### src/logic/bus_mode_defines.svh
`ifndef BUS_MODE_DEFINES_SVH
`define BUS_MODE_DEFINES_SVH

// ----------------------------------------
// register byte offsets
// ----------------------------------------
`define OFS_BUS_MODE 8'h00
`define OFS_CTRL 8'h04
`define OFS_DATA 8'h08
`define OFS_STATUS 8'h0C

// ----------------------------------------
// bus_mode_control fields
// ----------------------------------------
`define BMC_ORDER_BIT 7
`define BMC_WAIT_BIT 6
`define BMC_WP_BIT 3
`define BMC_CNT_HI 2
`define BMC_ONES 3'h7
`define BMC_ORDER_RST 1'h0
`define BMC_WAIT_RST 1'h0
`define BMC_CNT_RST 3'h0
`define BMC_CNT_RELOAD 3'h0

// ----------------------------------------
// ctrl and status fields
// ----------------------------------------
`define CTRL_FMT_BIT 0
`define CTRL_MASTER_BIT 1
`define CTRL_FMT_RST 1'h1
`define CTRL_MASTER_RST 1'h1
`define STAT_BUSY_BIT 0
`define STAT_ACK_BIT 1

// ----------------------------------------
// transfer timing
// ----------------------------------------
`define WAIT_TICKS 2'h2
`define BITS_TWO_WIRE_FULL 4'h9
`define BITS_SYNC_FULL 4'h8
`define BITS_LAST 4'h1
`define BITS_ACK_NEXT 4'h2

`endif

### src/logic/bus_mode_pkg.sv
package bus_mode_pkg;
    // one-hot transfer sequencer states
    typedef enum logic [3:0] {
        ST_IDLE = 4'h1,
        ST_LOW = 4'h2,
        ST_HIGH = 4'h4,
        ST_STALL = 4'h8
    } xfer_state_t;
endpackage

### src/logic/i2c_bus_mode_control.sv
`timescale 1ns/100ps
`include "bus_mode_defines.svh"
module i2c_bus_mode_control import bus_mode_pkg::*; #(
    parameter int XFER_DIV = 8,
    parameter int W = 8
) (
    input wire logic pclk,
    input wire logic presetn,
    input wire logic psel,
    input wire logic penable,
    input wire logic pwrite,
    input wire logic [7:0] paddr,
    input wire logic [31:0] pwdata,
    output logic [31:0] prdata,
    output logic pready,
    output logic pslverr,
    input wire logic scl_i,
    output logic scl_o,
    output logic scl_oe,
    input wire logic sda_i,
    output logic sda_o,
    output logic sda_oe
);
    // ----------------------------------------
    // apb decode
    // ----------------------------------------
    logic order_q, wait_q, fmt_q, master_q, ack_q;
    logic [2:0] count_q;
    logic [3:0] bits_q, bits_d;
    logic [1:0] stall_cnt_q;
    logic [15:0] tick_cnt_q;
    logic [31:0] prdata_q;
    xfer_state_t state_q, state_d;
    logic out_bit;
    logic [W-1:0] rx_data;

    wire setup = psel & ~penable;
    wire access = psel & penable;
    wire sel_bmc = paddr == `OFS_BUS_MODE;
    wire sel_ctrl = paddr == `OFS_CTRL;
    wire sel_data = paddr == `OFS_DATA;
    wire sel_stat = paddr == `OFS_STATUS;
    wire mapped = sel_bmc | sel_ctrl | sel_data | sel_stat;
    wire wr_bmc = access & pwrite & sel_bmc;
    wire idle = state_q == ST_IDLE;
    // ctrl bits are frozen during a transfer so the sequencer never sees them move; wr_bmc is not gated by idle
    wire wr_ctrl = access & pwrite & sel_ctrl & idle;
    wire start = access & pwrite & sel_data & idle;
    wire cnt_wr = wr_bmc & ~pwdata[`BMC_WP_BIT];

    // zero-wait slave; unmapped offsets answer with an error
    assign pready = 1'b1;
    assign pslverr = access & ~mapped;
    assign prdata = prdata_q;

    // ----------------------------------------
    // read mux
    // ----------------------------------------
    // bits 5:3 are constant ones, nothing written there is stored
    wire [7:0] bmc_rd = {order_q, wait_q, `BMC_ONES, count_q};
    wire [31:0] ctrl_rd = {30'h0, master_q, fmt_q};
    wire [31:0] stat_rd = {30'h0, ack_q, ~idle};
    wire [31:0] rd_mux = sel_bmc ? {24'h0, bmc_rd} :
                         sel_ctrl ? ctrl_rd :
                         sel_data ? {{(32-W){1'b0}}, rx_data} :
                         sel_stat ? stat_rd : 32'h0;

    // read data is captured in the setup cycle, so it is a flop in the access cycle
    always_ff @(posedge pclk or negedge presetn) begin
        if (!presetn) begin
            prdata_q <= 32'h0;
        end else if (setup && !pwrite) begin
            prdata_q <= rd_mux;
        end
    end

    // ----------------------------------------
    // transfer clock divider
    // ----------------------------------------
    wire tick = tick_cnt_q == 16'(XFER_DIV - 1);

    always_ff @(posedge pclk or negedge presetn) begin
        if (!presetn) begin
            tick_cnt_q <= 16'h0;
        end else begin
            tick_cnt_q <= tick ? 16'h0 : tick_cnt_q + 16'h1;
        end
    end

    // ----------------------------------------
    // transfer sequencer
    // ----------------------------------------
    // two-wire format counts the ack bit on top of the data bits
    function automatic logic [3:0] bit_total(input logic [2:0] cnt, input logic two_wire);
        logic [3:0] n;
        n = {1'b0, cnt};
        if (two_wire) begin
            bit_total = (cnt == 3'h0) ? `BITS_TWO_WIRE_FULL : n + 4'h1;
        end else begin
            bit_total = (cnt == 3'h0) ? `BITS_SYNC_FULL : n;
        end
    endfunction

    wire last_bit = bits_q == `BITS_LAST;
    wire ack_phase = fmt_q & last_bit;
    wire wait_on = wait_q & master_q & fmt_q;
    wire stall_now = wait_on & (bits_q == `BITS_ACK_NEXT);
    wire bit_end = (state_q == ST_HIGH) & tick;
    wire done = bit_end & last_bit;
    wire stall_end = (state_q == ST_STALL) & tick & (stall_cnt_q == `WAIT_TICKS - 2'h1);

    always_comb begin
        state_d = state_q;
        case (state_q)
            ST_IDLE: begin
                if (start) state_d = ST_LOW;
            end
            ST_LOW: begin
                if (tick) state_d = ST_HIGH;
            end
            ST_HIGH: begin
                if (tick) begin
                    if (last_bit) state_d = ST_IDLE;
                    else if (stall_now) state_d = ST_STALL;
                    else state_d = ST_LOW;
                end
            end
            ST_STALL: begin
                if (stall_end) state_d = ST_LOW;
            end
            default: state_d = ST_IDLE;
        endcase
    end

    assign bits_d = start ? bit_total(count_q, fmt_q) : (bit_end ? bits_q - 4'h1 : bits_q);

    always_ff @(posedge pclk or negedge presetn) begin
        if (!presetn) begin
            state_q <= ST_IDLE;
            bits_q <= 4'h0;
            stall_cnt_q <= 2'h0;
        end else begin
            state_q <= state_d;
            bits_q <= bits_d;
            stall_cnt_q <= (state_q == ST_STALL) ? stall_cnt_q + {1'b0, tick} : 2'h0;
        end
    end

    // ----------------------------------------
    // software registers
    // ----------------------------------------
    // a write that clears the protect bit beats the end-of-transfer reload
    always_ff @(posedge pclk or negedge presetn) begin
        if (!presetn) begin
            order_q <= `BMC_ORDER_RST;
            wait_q <= `BMC_WAIT_RST;
            count_q <= `BMC_CNT_RST;
        end else begin
            if (wr_bmc) order_q <= pwdata[`BMC_ORDER_BIT];
            if (wr_bmc) wait_q <= pwdata[`BMC_WAIT_BIT];
            if (cnt_wr) count_q <= pwdata[`BMC_CNT_HI:0];
            else if (done) count_q <= `BMC_CNT_RELOAD;
        end
    end

    always_ff @(posedge pclk or negedge presetn) begin
        if (!presetn) begin
            fmt_q <= `CTRL_FMT_RST;
            master_q <= `CTRL_MASTER_RST;
            ack_q <= 1'b0;
        end else begin
            if (wr_ctrl) fmt_q <= pwdata[`CTRL_FMT_BIT];
            if (wr_ctrl) master_q <= pwdata[`CTRL_MASTER_BIT];
            if (bit_end && ack_phase) ack_q <= sda_i;
        end
    end

    bit_shifter #(.W(W)) u_shift (
        .pclk(pclk),
        .presetn(presetn),
        .load(start),
        .load_data(pwdata[W-1:0]),
        .shift(bit_end & ~ack_phase),
        .in_bit(sda_i),
        .lsb_first(order_q),
        .out_bit(out_bit),
        .data(rx_data)
    );

    // ----------------------------------------
    // open-drain pins
    // ----------------------------------------
    // scl only driven as master; slave timing still comes from the internal tick, scl_i is not used
    assign scl_o = 1'b0;
    assign scl_oe = master_q & ((state_q == ST_LOW) | (state_q == ST_STALL));
    assign sda_o = 1'b0;
    assign sda_oe = ~idle & ~ack_phase & ~out_bit;
endmodule // i2c_bus_mode_control

### src/logic/bit_shifter.sv
`timescale 1ns/100ps
module bit_shifter #(
    parameter int W = 8
) (
    input wire logic pclk,
    input wire logic presetn,
    input wire logic load,
    input wire logic [W-1:0] load_data,
    input wire logic shift,
    input wire logic in_bit,
    input wire logic lsb_first,
    output logic out_bit,
    output logic [W-1:0] data
);
    // ----------------------------------------
    // shift register
    // ----------------------------------------
    logic [W-1:0] sh_q;
    wire [W-1:0] sh_msb = {sh_q[W-2:0], in_bit};
    wire [W-1:0] sh_lsb = {in_bit, sh_q[W-1:1]};
    wire [W-1:0] sh_d = load ? load_data : (shift ? (lsb_first ? sh_lsb : sh_msb) : sh_q);

    // current bit on the wire comes from the end picked by the order select
    assign out_bit = lsb_first ? sh_q[0] : sh_q[W-1];
    assign data = sh_q;

    always_ff @(posedge pclk or negedge presetn) begin
        if (!presetn) begin
            sh_q <= '0;
        end else begin
            sh_q <= sh_d;
        end
    end
endmodule // bit_shifter

### config.mk
export PLATFORM = sky130hd
export DESIGN_NAME = i2c_bus_mode_control
export DESIGN_NICKNAME = d
export VERILOG_FILES = /design/src/logic/bus_mode_pkg.sv /design/src/logic/i2c_bus_mode_control.sv /design/src/logic/bit_shifter.sv
export VERILOG_INCLUDE_DIRS = /design/src /design/src/logic
export SDC_FILE = /design/constraint.sdc
export NUM_CORES = 1
export LEC_CHECK = 0
export CORE_ASPECT_RATIO = 1.2
export CORE_UTILIZATION = 45
export DETAILED_ROUTE_END_ITERATION = 12
export DONT_BUFFER_PORTS = 1
export PLACE_DENSITY_LB_ADDON = 0.08
export SLEW_MARGIN = 20
export SYNTH_ARGS = -nofsm -noshare
export SYNTH_HDL_FRONTEND = slang
export SYNTH_SLANG_ARGS = --single-unit
### constraint.sdc
create_clock -name pclk -period 1.93 [get_ports pclk]
set_input_delay 0.2895 -clock pclk [delete_from_list [all_inputs] [get_ports pclk]]
set_output_delay 0.2895 -clock pclk [all_outputs]
set_load 0.01 [all_outputs]
==> reports/qor.csv <==
stage,metric,value,unit
status,status,"finished, final reports clean",
timing,final-hold-violation-count,0,
power_and_ir_drop,sequentialPowerShare,0.590,
timing,period_minus_slack,1.86,ns
global_route,pin_count_of_the_biggest_net_entering_global_routing,51,
die,die_x_extent,76.4,µm
clocking,cts_inserted_buffers,5,
detailed_routing,detailedRoute.firstPassIterationCount,4,
synth,synth_seq_area_share,0.419,
worst_setup_path,worstPathRequired,2.15,ns
worst_setup_path,cp_data_arrival_time,2.09,ns
global_route,overflow,0,
worst_hold_path,worst_hold_path_class,in -> reg,
synth,syn_area,2990,µm²
worst_setup_path,crit_path_start_kind,flop,
clocking,clock_tree.buffer_depth,2,
timing,setup_total_negative_slack,0,ns
detailed_routing,routed_wire_length_per_instance,14.6,µm
power_and_ir_drop,p_leak,1.44,nW
final_layout,layout-area-overhead-vs-synth,11.0,%
place,place_congestion,0.779,
power_and_ir_drop,swShare,0.249,
synth,post_synth_num_cell_types,47,
synth,ys.flop_type,sky130_fd_sc_hd__dfrtp_1,
power_and_ir_drop,p_per_area,569,nW/µm²
timing,setup_repair_after_global_routing_missed_its_margin,true,
final_layout,n_antenna_cell,0,
detailed_routing,via_per_inst,5.13,
timing,finalClockSkew,0.0106,ns
die,fp.dieH,91.3,µm
clocking,clock-sinks,50,
detailed_routing,drt_drc_violations_left,0,
synth,largest_family_of_logic_cells_by_synthesized_area,simple AND/OR/NAND/NOR gates,
die,row_count,32,
timing,max_clk_rate,536,MHz
synth,synthCells,305,
synth,synth_compound_gate_area_share,0.0798,
synth,yosys.area_share.simple,0.198,
power_and_ir_drop,combPwrFrac,0.074,
die,die_area,6980,µm²
worst_setup_path,worst_path_max_delay_cell,sky130_fd_sc_hd__or3b_2,
detailed_routing,dr_total_vias,2132,
clocking,cts.clk_slew.worst_paths,0.10,ns
detailed_routing,drt_first_iter_violations,113,
final_layout,postLayoutCoreUtil,0.515,
synth,syn-mean-instance-area,9.81,µm²
timing,finalSetupViolCount,0,
synth,post_synth_xor_area_fraction,0.0585,
detailed_routing,drtAntennaViolNets,0,
final_layout,layout_commonest_cell,sky130_fd_sc_hd__dfrtp_1,
worst_setup_path,cp_cell_sequence,ha_1 -> nor3b_2 -> buf_4 -> or3b_2 -> o22ai_2 -> o221ai_2 -> mux2i_1,
worst_setup_path,cp_top_family,simple AND/OR/NAND/NOR gates,
timing,timing.final.crit_share,0.966,
synth,number_of_flops_mapped_to_enable_cells_by_yosys,0,
worst_setup_path,cp-end-kind,flop,
power_and_ir_drop,final_total_power,1.89,mW
die,io_pins,85,
global_route,grt_antenna_before_repair,0,
clocking,cts_tree,built,
final_layout,final_cell_mix,"sky130_fd_sc_hd__dfrtp_1 (47), sky130_fd_sc_hd__conb_1 (27), sky130_fd_sc_hd__buf_4 (27), sky130_fd_sc_hd__nand2_1 (25), sky130_fd_sc_hd__nor2_1 (23)",
synth,number_of_synthesized_register_bits,50,
global_route,via_count_of_the_first_global_routing_pass,2032,
synth,post_synth_mux_area_share,0.105,
place,buffer_ports.inserted,0,
timing,slew_viol_final,0,
synth,post_synth_fa_ha_maj_area_fraction,0.0293,
worst_setup_path,timing.critical_path.fanout_max,4,
place,pre_cts_slack,0.0336,ns
timing,worst_slack,0.0658,ns
final_layout,share_of_final_layout_standard_cells_stronger_than_drive_strength_1,0.224,
worst_setup_path,critical_path_class,reg -> reg,
detailed_routing,drt_wl_total,6.08,mm
synth,yosysWarnings,0,
power_and_ir_drop,p_clk_frac,0.336,
die,core_area,6450,µm²
clocking,htree_num_levels,2,
power_and_ir_drop,intPower,1.42,mW
synth,synthArstFlopShare,1.00,
global_route,grtUsageTotal,0.182,
clocking,clock_insertion_delay_worst_skew,0.30,ns
flow_run,cap_viol_max_count,0,
power_and_ir_drop,netSwitchingPower,470,µW
power_and_ir_drop,peakVddDrop,390,µV
die,start_util,0.464,
worst_setup_path,critical_path_s_largest_stage_delay,0.45,ns
clocking,clockRootBuffer,sky130_fd_sc_hd__clkbuf_8,
global_route,grt_pass1_wl,9.99,mm
worst_setup_path,worstPathBufferInverterCount,1,
place,hpwl,4.43,mm
final_layout,finish.net_count,384,
[cells by family after synthesis]
group           after synthesis
simple gates                106
buf+inv                      52
flops                        50
compound gates               41
mux                          27
xor+xnor                     20
fa+ha+maj                     7
other cells                   2
[synthesized netlist by cell type (all sizes together) (2+ instances only)]
cell type | number | area, µm²
dfrtp | 47 | 1180
and3 | 6 | 37.5
and2 | 4 | 25.0
buf | 34 | 255
nand3 | 13 | 65.1
nand2b | 4 | 25.0
nor2 | 23 | 86.3
a21oi | 13 | 65.1
nand4 | 5 | 31.3
nor3b | 4 | 30.0
xor2 | 9 | 78.8
nor4 | 4 | 40.0
mux4 | 2 | 45.0
conb | 2 | 7.51
ha | 7 | 87.6
a211oi | 2 | 15.0
xnor2 | 11 | 96.3
inv | 15 | 56.3
mux2i | 10 | 100
o31ai | 2 | 15.0
nor4b | 3 | 56.3
dfstp | 3 | 78.8
mux2 | 15 | 169
nand2 | 25 | 93.8
clkbuf | 3 | 11.3
a22oi | 3 | 22.5
o21ai | 16 | 83.8
nor3 | 9 | 50.1
[sequential cells by signal (all words and copies together), names as in the netlist, 2 cells and up]
name and flops:
tick_cnt_q 16, u_shift.data 8, state_q 4, stall_cnt_q 2, bits_q 4, count_q 3
prdata 8
[final cells by class]
class | instances | area [µm²]
Fill cell | 616 | 3120
Clock inverter | 2 | 12.5
Tap cell | 85 | 106
Timing Repair Buffer | 30 | 251
Clock buffer | 6 | 82.6
Inverter | 15 | 56.3
Multi-Input combinational cell | 228 | 1560
Sequential cell | 50 | 1250
[stage by stage]
stage	instances	cell area [µm²]	hold slack, ns
2_1_floorplan	330	3090	-0.00609
3_3_place_gp	403	3110	-0.00505
3_5_place_dp	403	3110	-0.00481
4_1_cts	413	3250	0.0876
5_1_grt	416	3320	0.0871
6_report	416	3320	0.0978
[metal layers]
layer  wire length (µm)  track usage  vias to the layer above
met5                  0            0                        -
met4                 87       0.0545                        0
met3                240       0.0372                        9
met2               3210        0.324                       46
met1               2540        0.220                     1031
li1                   -            -                     1046
[worst paths after layout]
kind	from	to	slack [ns]	depth (start not counted)
setup / recovery	bits_q[0]$_DFFE_PN0P_	state_q[1]$_DFFE_PN0P_	0.07	7
hold / removal	pwdata[1]	count_q[1]$_DFFE_PN0P_	0.1	2
setup reg to reg	bits_q[0]$_DFFE_PN0P_	state_q[1]$_DFFE_PN0P_	0.07	7
hold reg to reg	tick_cnt_q[15]$_DFF_PN0_	tick_cnt_q[15]$_DFF_PN0_	0.48	1
max in group asynchronous	presetn	state_q[0]$_DFFE_PN1P_	1.15	2
min in group asynchronous	presetn	u_shift.data[6]$_DFFE_PN0P_	0.50	2
[power by group through the flow]
stage / Clock (mW) / Combinational (mW) / Sequential (mW)
5_1_grt: 0.702 / 0.160 / 1.12
3_3_place_gp: 0 / 0.106 / 1.13
4_1_cts: 0.665 / 0.139 / 1.11
6_report: 0.635 / 0.140 / 1.11
2_1_floorplan: 0 / 0.134 / 1.13
3_5_place_dp: 0 / 0.108 / 1.14
[repair_timing]
item                                    4_1_cts  5_1_grt
gates resized for setup                       0       13
buffers inserted                              0        3
endpoints found under the setup margin        0       14
hold buffers                                  2        0
hold endpoints to repair                     50        0
Power figures use the tool's default switching activity.
